[config.mk]
export PLATFORM = sky130hd
export DESIGN_NAME = gpio_port
export DESIGN_NICKNAME = d
export VERILOG_FILES = /design/src/core/gpio_pkg.sv /design/src/core/gpio_freeze_seq.sv /design/src/core/gpio_pin_cell.sv /design/src/core/gpio_port.sv
export SDC_FILE = /design/constraint.sdc
export NUM_CORES = 1
export LEC_CHECK = 0
export ABC_AREA = 1
export BUFFER_PORTS_ARGS = -buffer_cell sky130_fd_sc_hd__buf_4
export CORE_MARGIN = 4
export CORE_UTILIZATION = 46
export CTS_CLUSTER_SIZE = 30
export DETAILED_ROUTE_END_ITERATION = 10
export GPL_ROUTABILITY_DRIVEN = 0
export PLACE_DENSITY_LB_ADDON = 0.1
export SLEW_MARGIN = 0
export SYNTH_ARGS = -nofsm -noshare
export SYNTH_HDL_FRONTEND = slang
export SYNTH_SLANG_ARGS = --single-unit
[constraint.sdc]
create_clock -name clk_sys -period 13.28 [get_ports clk_sys]
set_clock_uncertainty 0.05 [all_clocks]
set_input_delay 1.328 -clock clk_sys [delete_from_list [all_inputs] [get_ports clk_sys]]
set_output_delay 1.328 -clock clk_sys [all_outputs]
set_load 0.005 [all_outputs]
[src/core/gpio_pkg.sv]
/*
 * Shared constants and types of the 16-pin general-purpose port.
 * Assumes one clock domain and the register access port of gpio_port.
 */
package gpio_pkg;

    // ------------------------------------------------------------
    // Register offsets (byte addresses, one aligned word each)
    // ------------------------------------------------------------
    localparam logic [5:0] OFS_CFG_LO = 6'h00;
    localparam logic [5:0] OFS_CFG_HI = 6'h04;
    localparam logic [5:0] OFS_IN = 6'h08;
    localparam logic [5:0] OFS_OUT = 6'h0c;
    localparam logic [5:0] OFS_SET_CLR = 6'h10;
    localparam logic [5:0] OFS_CLR = 6'h14;
    localparam logic [5:0] OFS_FREEZE = 6'h18;
    localparam logic [5:0] OFS_PULL = 6'h1c;
    localparam logic [5:0] OFS_AF_LO = 6'h20;
    localparam logic [5:0] OFS_AF_HI = 6'h24;

    // ------------------------------------------------------------
    // Reset values
    // ------------------------------------------------------------
    localparam logic [31:0] CFG_LO_RST = 32'h4444_4444;
    localparam logic [31:0] CFG_HI_RST_A = 32'h4884_4444;
    localparam logic [31:0] CFG_HI_RST_B = 32'h4444_4444;
    localparam logic [15:0] OUT_RST = 16'h0000;
    localparam logic [31:0] PULL_RST = 32'h0000_0000;
    localparam logic [31:0] AF_RST = 32'h0000_0000;

    // ------------------------------------------------------------
    // Field positions and codes
    // ------------------------------------------------------------
    localparam int unsigned CNF_LSB = 2;
    localparam logic [1:0] MODE_IN = 2'h0;
    localparam logic [1:0] CNF_ANALOG = 2'h0;
    localparam logic [1:0] CNF_PULLED = 2'h2;
    localparam int unsigned CNF_OD_BIT = 0;
    localparam int unsigned CNF_AF_BIT = 1;
    localparam int unsigned PULL_EN_BIT = 0;
    localparam int unsigned PULL_UP_BIT = 1;
    localparam int unsigned SET_CLR_HI_LSB = 16;
    localparam int unsigned FREEZE_KEY_BIT = 16;
    localparam int unsigned DBG_DATA_PIN = 13;
    localparam int unsigned DBG_CLK_PIN = 14;

    // ------------------------------------------------------------
    // Carriers
    // ------------------------------------------------------------
    typedef struct packed {
        logic vld;
        logic wr;
        logic [5:0] addr;
        logic [3:0] be;
        logic [31:0] wdata;
    } acc_req_t;

    typedef struct packed {
        logic [15:0] out;
        logic [15:0] oe;
        logic [15:0] pu;
        logic [15:0] pd;
        logic [15:0] in_en;
    } pad_drv_t;

    typedef enum logic [2:0] {
        FRZ_IDLE = 3'b001,
        FRZ_ONE = 3'b010,
        FRZ_TWO = 3'b100
    } freeze_st_t;

    typedef struct packed {
        freeze_st_t st;
        logic [15:0] mask;
        logic locked;
    } freeze_state_t;

endpackage : gpio_pkg

[src/core/gpio_freeze_seq.sv]
/*
 * Three-write key sequence that freezes pin configuration.
 * Assumes write strobes from the register port on the same clock.
 */
`timescale 1ns/10ps
module gpio_freeze_seq (
    // Clock and reset
    input wire logic clk_sys,
    input wire logic rst_sync_n,
    input wire logic clk_en,
    // Freeze register write
    input wire logic wr,
    input wire logic key,
    input wire logic [15:0] mask,
    // Freeze state
    output logic locked,
    output logic [15:0] lock_mask
);
    gpio_pkg::freeze_state_t q, d;

    always_comb begin
        d = q;
        if (wr && !q.locked) begin
            d.mask = mask;
            case (q.st)
                gpio_pkg::FRZ_IDLE: begin
                    d.st = key ? gpio_pkg::FRZ_ONE : gpio_pkg::FRZ_IDLE;
                end
                gpio_pkg::FRZ_ONE: begin
                    if (!key && mask == q.mask) begin
                        d.st = gpio_pkg::FRZ_TWO;
                    end else begin
                        d.st = key ? gpio_pkg::FRZ_ONE : gpio_pkg::FRZ_IDLE;
                    end
                end
                gpio_pkg::FRZ_TWO: begin
                    if (key && mask == q.mask) begin
                        d.locked = 1'b1;
                        d.st = gpio_pkg::FRZ_IDLE;
                    end else begin
                        d.st = key ? gpio_pkg::FRZ_ONE : gpio_pkg::FRZ_IDLE;
                    end
                end
                default: begin
                    d.st = gpio_pkg::FRZ_IDLE;
                end
            endcase
        end
    end

    always_ff @(posedge clk_sys or negedge rst_sync_n) begin
        if (!rst_sync_n) begin
            q <= '{st: gpio_pkg::FRZ_IDLE, mask: 16'h0000, locked: 1'b0};
        end else if (clk_en) begin
            q <= d;
        end
    end

    assign locked = q.locked;
    assign lock_mask = q.mask;

endmodule : gpio_freeze_seq

[src/core/gpio_pin_cell.sv]
/*
 * Pad control of one pin, decoded from its configuration nibble.
 * Purely combinational; the caller registers the results.
 */
`timescale 1ns/10ps
module gpio_pin_cell (
    // Configuration
    input wire logic [3:0] cfg,
    input wire logic out_bit,
    input wire logic [1:0] pull_ctl,
    input wire logic [3:0] af_sel,
    // Peripheral outputs for this pin
    input wire logic [15:0] af_sig,
    // Pad controls
    output logic drv_out,
    output logic drv_oe,
    output logic drv_pu,
    output logic drv_pd,
    output logic drv_in_en
);
    logic [1:0] mode;
    logic [1:0] cnf;
    logic data;

    always_comb begin
        mode = cfg[1:0];
        cnf = cfg[3:2];
        data = cnf[gpio_pkg::CNF_AF_BIT] ? af_sig[af_sel] : out_bit;
        drv_out = 1'b0;
        drv_oe = 1'b0;
        drv_pu = 1'b0;
        drv_pd = 1'b0;
        drv_in_en = 1'b1;
        if (mode == gpio_pkg::MODE_IN) begin
            if (cnf == gpio_pkg::CNF_ANALOG) begin
                drv_in_en = 1'b0;
            end else if (cnf == gpio_pkg::CNF_PULLED) begin
                drv_pu = out_bit;
                drv_pd = ~out_bit;
            end
        end else if (cnf[gpio_pkg::CNF_OD_BIT]) begin
            drv_oe = ~data;
            drv_pu = pull_ctl[gpio_pkg::PULL_EN_BIT] &
                pull_ctl[gpio_pkg::PULL_UP_BIT];
            drv_pd = pull_ctl[gpio_pkg::PULL_EN_BIT] &
                ~pull_ctl[gpio_pkg::PULL_UP_BIT];
        end else begin
            drv_out = data;
            drv_oe = 1'b1;
        end
    end

endmodule : gpio_pin_cell

[src/core/gpio_port.sv]
/*
 * 16-pin general-purpose port: configuration, output latch, input
 * sampling, pulls, alternate functions and configuration freeze.
 * Assumes a synchronous register access port on clk_sys, pad cells that
 * resolve out/oe/pu/pd, and peripheral outputs on the same clock.
 */
`timescale 1ns/10ps
module gpio_port #(
    parameter bit PORT_A = 1'b1
) (
    // Clock, reset, enable
    input wire logic clk_sys,
    input wire logic rst_n,
    input wire logic clk_en,
    // Register access
    input wire gpio_pkg::acc_req_t acc_req,
    output logic [31:0] acc_rdata_q,
    output logic acc_ack_q,
    // Pins
    input wire logic [15:0] pin_in,
    output gpio_pkg::pad_drv_t pad_q,
    // Peripheral side
    input wire logic [15:0][15:0] af_sig,
    output logic [15:0] pin_level_q
);

    // ------------------------------------------------------------
    // State
    // ------------------------------------------------------------
    typedef struct packed {
        logic [31:0] cfg_lo;
        logic [31:0] cfg_hi;
        logic [15:0] out_latch;
        logic [31:0] pull_ctl;
        logic [31:0] af_lo;
        logic [31:0] af_hi;
        logic [1:0] dbg_dflt;
        logic [15:0] sync1;
        logic [15:0] sync2;
        logic [15:0] in_sample;
        gpio_pkg::pad_drv_t pad;
        logic [31:0] rdata;
        logic ack;
    } port_state_t;

    port_state_t q, d;
    logic [1:0] rst_sync_q;
    logic rst_sync_n;
    logic [31:0] be_mask;
    logic wr_any;
    logic frz_locked;
    logic [15:0] frz_mask;
    logic frz_wr;
    logic [16:0] frz_wval;
    logic [31:0] cfg_lock_lo;
    logic [31:0] cfg_lock_hi;
    logic [15:0] set_bits;
    logic [15:0] clr_bits;
    logic [15:0] latch_eff;
    logic [63:0] cfg_all;
    logic [63:0] af_all;
    gpio_pkg::pad_drv_t pad_d;

    // ------------------------------------------------------------
    // Reset release
    // ------------------------------------------------------------
    always_ff @(posedge clk_sys or negedge rst_n) begin
        if (!rst_n) begin
            rst_sync_q <= 2'h0;
        end else begin
            rst_sync_q <= {rst_sync_q[0], 1'b1};
        end
    end

    assign rst_sync_n = rst_sync_q[1];

    // ------------------------------------------------------------
    // Access decode
    // ------------------------------------------------------------
    always_comb begin
        for (int b = 0; b < 4; b++) begin
            be_mask[b*8 +: 8] = {8{acc_req.be[b]}};
        end
        wr_any = acc_req.vld & acc_req.wr;
        frz_wr = wr_any & (acc_req.addr == gpio_pkg::OFS_FREEZE);
        frz_wval = ({frz_locked, frz_mask} & ~be_mask[16:0]) |
            (acc_req.wdata[16:0] & be_mask[16:0]);
        set_bits = '0;
        clr_bits = '0;
        if (wr_any && acc_req.addr == gpio_pkg::OFS_SET_CLR) begin
            set_bits = acc_req.wdata[15:0] & be_mask[15:0];
            clr_bits = acc_req.wdata[31:16] & be_mask[31:16];
        end else if (wr_any && acc_req.addr == gpio_pkg::OFS_CLR) begin
            clr_bits = acc_req.wdata[15:0] & be_mask[15:0];
        end
    end

    // ------------------------------------------------------------
    // Configuration freeze
    // ------------------------------------------------------------
    gpio_freeze_seq u_freeze (
        .clk_sys(clk_sys),
        .rst_sync_n(rst_sync_n),
        .clk_en(clk_en),
        .wr(frz_wr),
        .key(frz_wval[gpio_pkg::FREEZE_KEY_BIT]),
        .mask(frz_wval[15:0]),
        .locked(frz_locked),
        .lock_mask(frz_mask)
    );

    always_comb begin
        for (int p = 0; p < 8; p++) begin
            cfg_lock_lo[p*4 +: 4] = {4{frz_locked & frz_mask[p]}};
            cfg_lock_hi[p*4 +: 4] = {4{frz_locked & frz_mask[p+8]}};
        end
    end

    // ------------------------------------------------------------
    // Pad decode per pin
    // ------------------------------------------------------------
    always_comb begin
        latch_eff = q.out_latch;
        if (PORT_A && q.dbg_dflt[0]) begin
            latch_eff[gpio_pkg::DBG_DATA_PIN] = 1'b1;
        end
        if (PORT_A && q.dbg_dflt[1]) begin
            latch_eff[gpio_pkg::DBG_CLK_PIN] = 1'b0;
        end
        cfg_all = {q.cfg_hi, q.cfg_lo};
        af_all = {q.af_hi, q.af_lo};
    end

    for (genvar g = 0; g < 16; g++) begin : g_pin
        gpio_pin_cell u_cell (
            .cfg(cfg_all[g*4 +: 4]),
            .out_bit(latch_eff[g]),
            .pull_ctl(q.pull_ctl[g*2 +: 2]),
            .af_sel(af_all[g*4 +: 4]),
            .af_sig(af_sig[g]),
            .drv_out(pad_d.out[g]),
            .drv_oe(pad_d.oe[g]),
            .drv_pu(pad_d.pu[g]),
            .drv_pd(pad_d.pd[g]),
            .drv_in_en(pad_d.in_en[g])
        );
    end

    // ------------------------------------------------------------
    // Next state
    // ------------------------------------------------------------
    always_comb begin
        d = q;
        d.ack = acc_req.vld;
        d.rdata = 32'h0000_0000;
        // Pin sampling, two stages then the input register
        d.sync1 = pin_in;
        d.sync2 = q.sync1;
        d.in_sample = q.sync2 & q.pad.in_en;
        d.pad = pad_d;
        // Latch update, set applied after clear so set wins
        d.out_latch = (q.out_latch & ~clr_bits) | set_bits;
        if (wr_any) begin
            case (acc_req.addr)
                gpio_pkg::OFS_CFG_LO: begin
                    d.cfg_lo = (q.cfg_lo & ~(be_mask & ~cfg_lock_lo)) |
                        (acc_req.wdata & be_mask & ~cfg_lock_lo);
                end
                gpio_pkg::OFS_CFG_HI: begin
                    d.cfg_hi = (q.cfg_hi & ~(be_mask & ~cfg_lock_hi)) |
                        (acc_req.wdata & be_mask & ~cfg_lock_hi);
                    if (be_mask[gpio_pkg::DBG_DATA_PIN*4 - 32]
                        && !cfg_lock_hi[gpio_pkg::DBG_DATA_PIN*4 - 32]) begin
                        d.dbg_dflt[0] = 1'b0;
                    end
                    if (be_mask[gpio_pkg::DBG_CLK_PIN*4 - 32]
                        && !cfg_lock_hi[gpio_pkg::DBG_CLK_PIN*4 - 32]) begin
                        d.dbg_dflt[1] = 1'b0;
                    end
                end
                gpio_pkg::OFS_OUT: begin
                    d.out_latch = (q.out_latch & ~be_mask[15:0]) |
                        (acc_req.wdata[15:0] & be_mask[15:0]);
                end
                gpio_pkg::OFS_PULL: begin
                    d.pull_ctl = (q.pull_ctl & ~be_mask) |
                        (acc_req.wdata & be_mask);
                end
                gpio_pkg::OFS_AF_LO: begin
                    d.af_lo = (q.af_lo & ~be_mask) |
                        (acc_req.wdata & be_mask);
                end
                gpio_pkg::OFS_AF_HI: begin
                    d.af_hi = (q.af_hi & ~be_mask) |
                        (acc_req.wdata & be_mask);
                end
                default: begin
                end
            endcase
        end
        if (acc_req.vld && !acc_req.wr) begin
            case (acc_req.addr)
                gpio_pkg::OFS_CFG_LO: d.rdata = q.cfg_lo;
                gpio_pkg::OFS_CFG_HI: d.rdata = q.cfg_hi;
                gpio_pkg::OFS_IN: d.rdata = {16'h0000, q.in_sample};
                gpio_pkg::OFS_OUT: d.rdata = {16'h0000, q.out_latch};
                gpio_pkg::OFS_FREEZE: begin
                    d.rdata = {15'h0000, frz_locked, frz_mask};
                end
                gpio_pkg::OFS_PULL: d.rdata = q.pull_ctl;
                gpio_pkg::OFS_AF_LO: d.rdata = q.af_lo;
                gpio_pkg::OFS_AF_HI: d.rdata = q.af_hi;
                default: d.rdata = 32'h0000_0000;
            endcase
        end
    end

    // ------------------------------------------------------------
    // State register
    // ------------------------------------------------------------
    always_ff @(posedge clk_sys or negedge rst_sync_n) begin
        if (!rst_sync_n) begin
            q.cfg_lo <= gpio_pkg::CFG_LO_RST;
            q.cfg_hi <= PORT_A ? gpio_pkg::CFG_HI_RST_A
                : gpio_pkg::CFG_HI_RST_B;
            q.out_latch <= gpio_pkg::OUT_RST;
            q.pull_ctl <= gpio_pkg::PULL_RST;
            q.af_lo <= gpio_pkg::AF_RST;
            q.af_hi <= gpio_pkg::AF_RST;
            q.dbg_dflt <= 2'h3;
            q.sync1 <= 16'h0000;
            q.sync2 <= 16'h0000;
            q.in_sample <= 16'h0000;
            q.pad <= '{out: 16'h0000, oe: 16'h0000, pu: 16'h0000,
                pd: 16'h0000, in_en: 16'hffff};
            q.rdata <= 32'h0000_0000;
            q.ack <= 1'b0;
        end else if (clk_en) begin
            q <= d;
        end
    end

    // ------------------------------------------------------------
    // Outputs
    // ------------------------------------------------------------
    assign acc_rdata_q = q.rdata;
    assign acc_ack_q = q.ack;
    assign pad_q = q.pad;
    assign pin_level_q = q.in_sample;

endmodule : gpio_port

==> flow_metrics.tcl <==
set metrics [dict create \
    run_status "finished, final reports clean" \
    p_per_area_nw_per_um2 114 \
    final_layout_size_suffix_gt1_frac 0.196 \
    p_total_mw 2.82 \
    clkTransAtPathRegs_ns 0.06 \
    drt_iter0_markers 2284 \
    utilization 0.559 \
    timing.rr.end "cfg_all[47]" \
    h-tree-depth 2 \
    cts_resized 0 \
    synth_compound_area_frac 0.143 \
    synth_ff_type "dfrtp_1" \
    grt_pass1_wl_mm 115 \
    p_leak_nw 12.1 \
    hold_path.class "reg -> reg" \
    synth_nets 3103 \
    ctsHoldBuffers 0 \
    synth_edf_count 0 \
    endpoint "acc_rdata_q[23]" \
    slew_viol_final 0 \
    hpwl_mm 57.1 \
    ys_top_cells_by_area "dfrtp_1, nand2_1, nand3_1" \
    crit_fanout 32 \
    synth.mux.area_fraction 0 \
    r2r_start "rst_sync_q[1]" \
    port_buffers 447 \
    r2r_slack_ns 10.61 \
    netlist_top_cells_count "nand2_1, dfrtp_1, nand3_1" \
    core_um2 44100 \
    yosys.area.top_type "dfrtp_1" \
    hold_viol 0 \
    clkSinkCount 361 \
    ios 448 \
    cp_slowest_stage_delay_ns 0.79 \
    antenna_found_initial 3 \
    cts-root-buf "clkbuf_16" \
    post-route-period-util 0.283 \
    grt_pass1_vias 19700 \
    post-route-drc-count 0 \
    fp-row-count 77 \
    totalWireLength_mm 76.1 \
    firstDrtPassIters 6 \
    endpoint_kind "register" \
    wl_per_cell_um 20.7 \
    timing.critical_path.from "acc_req[37]" \
    peakVddDrop_mv 0.0742 \
    r2r_cells 2 \
    cts_tree "done" \
    clock_latency_ns 0.55 \
    synth_top_family_by_area "simple AND/OR/NAND/NOR gates" \
    layout_min_cycle_time_ns 3.76 \
    start_kind "input port" \
    layout.nets 3373 \
    yosys.area_share.adder 0 \
    synth-seq-area-share 0.443 \
    grt_max_degree 185 \
    finalSetupViolations 0 \
    drt.antenna.violating_nets 0 \
    ys_warn_count 0 \
    synth_seq_cells 361 \
    dieWidth_um 219 \
    synth_top_cell_area_share 0.398 \
    grt_usage 0.308 \
    rsz0062_at_grt "no" \
    critPathMostFrequentCell "nor2_4" \
    avgSynthCellArea_um2 7.36 \
    start_util 0.464 \
    setup_tns_ns 0 \
    post_synth_and_or_nand_nor_area_fraction 0.299 \
    post_cts_buffers 0 \
    cap_violations 0 \
    cpMaxStageDelayCell "o21a_2" \
    critical_path_required_ns 13.72 \
    worst_pin_slew_ns 1.18 \
    die_y_um 219 \
    path_cells "buf_4 > nor2_4 > nand2_2 > nor2_4 > inv_2 > nand4_1 > o21a_2 > o21ai_0 > nand2_1" \
    arrival_ns 4.19 \
    syn_to_final_growth_pct 20.5 \
    async_flop_share 1.00 \
    clockBufferDepth 3 \
    max_freq_ghz 0.266 \
    max-slew-margin-rel 0.211 \
    globalRouteOverflowTotal 0 \
    vias 20500 \
    synth_most_common_cell "nand2_1" \
    ys_types 42 \
    vias_per_cell 5.57 \
    worst-setup-path-type "in -> reg" \
    synthXorXnorAreaFrac 0 \
    netlist_area_um2 20500 \
    dieArea_um2 48000 \
    cts_buffers 40 \
    synthCells 2784 \
]
==> placed cells by master (no fill, tap or decap), types with 35 or more instances in the layout <==
cell type / instances
nand4_1: 45
nor2_1: 158
clkbuf_16: 41
o22ai_1: 43
o21ai_1: 46
a21oi_1: 61
o21ai_0: 248
buf_4: 454
nand2_1: 936
inv_1: 229
dfstp_2: 35
nand3_1: 277
dfrtp_1: 325
==> worst min path at each step <==
stage,start,endpoint,slack (ns),cells past startpoint
2_1_floorplan,rst_sync_q[0],rst_sync_q[1],0.28,0
3_3_place_gp,rst_sync_q[0],rst_sync_q[1],0.29,0
3_5_place_dp,rst_sync_q[0],rst_sync_q[1],0.29,0
4_1_cts,rst_sync_q[0],rst_sync_q[1],0.31,0
5_1_grt,rst_sync_q[0],rst_sync_q[1],0.31,0
6_report,rst_sync_q[0],rst_sync_q[1],0.31,0
==> kinds of logic (layout without fill, tap and decap cells) <==
| group | Yosys count | count (layout) |
|---|---|---|
| buffers and inverters | 476 | 778 |
| DFF | 361 | 361 |
| other | 1 | 2 |
| AOI/OAI and AO/OA | 494 | 494 |
| and+or+nand+nor | 1452 | 1452 |
==> where the power goes <==
group	total (mW)	internal, mW	switching (mW)
logic	0.366	0.151	0.215
clock network	1.22	0.742	0.478
registers	1.23	1.16	0.0693
==> metal layers <==
layer  wire (µm)  part of all wire  track usage  vias to the layer above
met5          34           0.00045            0                        -
met4        3480             0.046        0.126                        4
met3        7100             0.093       0.0637                      193
met2       35400              0.47        0.498                     1029
met1       30100              0.40        0.407                     9722
li1            -                 -            -                     9528
==> critical path: cells and delay by family <==
kind                   cells  cell delay (ns)
AO/OA/AOI/OAI              2             1.02
buffers and inverters      2             0.53
AND/OR/NAND/NOR            5             1.31
==> area by class of cell <==
cell class / instances / area (µm²)
well taps: 592 / 741
flip-flops and latches: 361 / 9080
repair buffers: 455 / 3430
fillers: 4257 / 19400
diodes: 1 / 2.50
multi-input cells: 1947 / 9060
clock inverters: 15 / 236
inverters: 249 / 938
clock buffers: 59 / 1190
==> stage by stage <==
stage	setup WS (ns)	hold slack (ns)	area (µm²)	cells
6_report	9.52	0.310	24700	3679
5_1_grt	9.34	0.314	24700	3678
4_1_cts	9.62	0.313	24700	3678
3_5_place_dp	9.05	0.295	23300	3604
3_3_place_gp	9.14	0.293	23300	3604
2_1_floorplan	2.48	0.281	20500	2784
(Power assumes the default switching activity.)
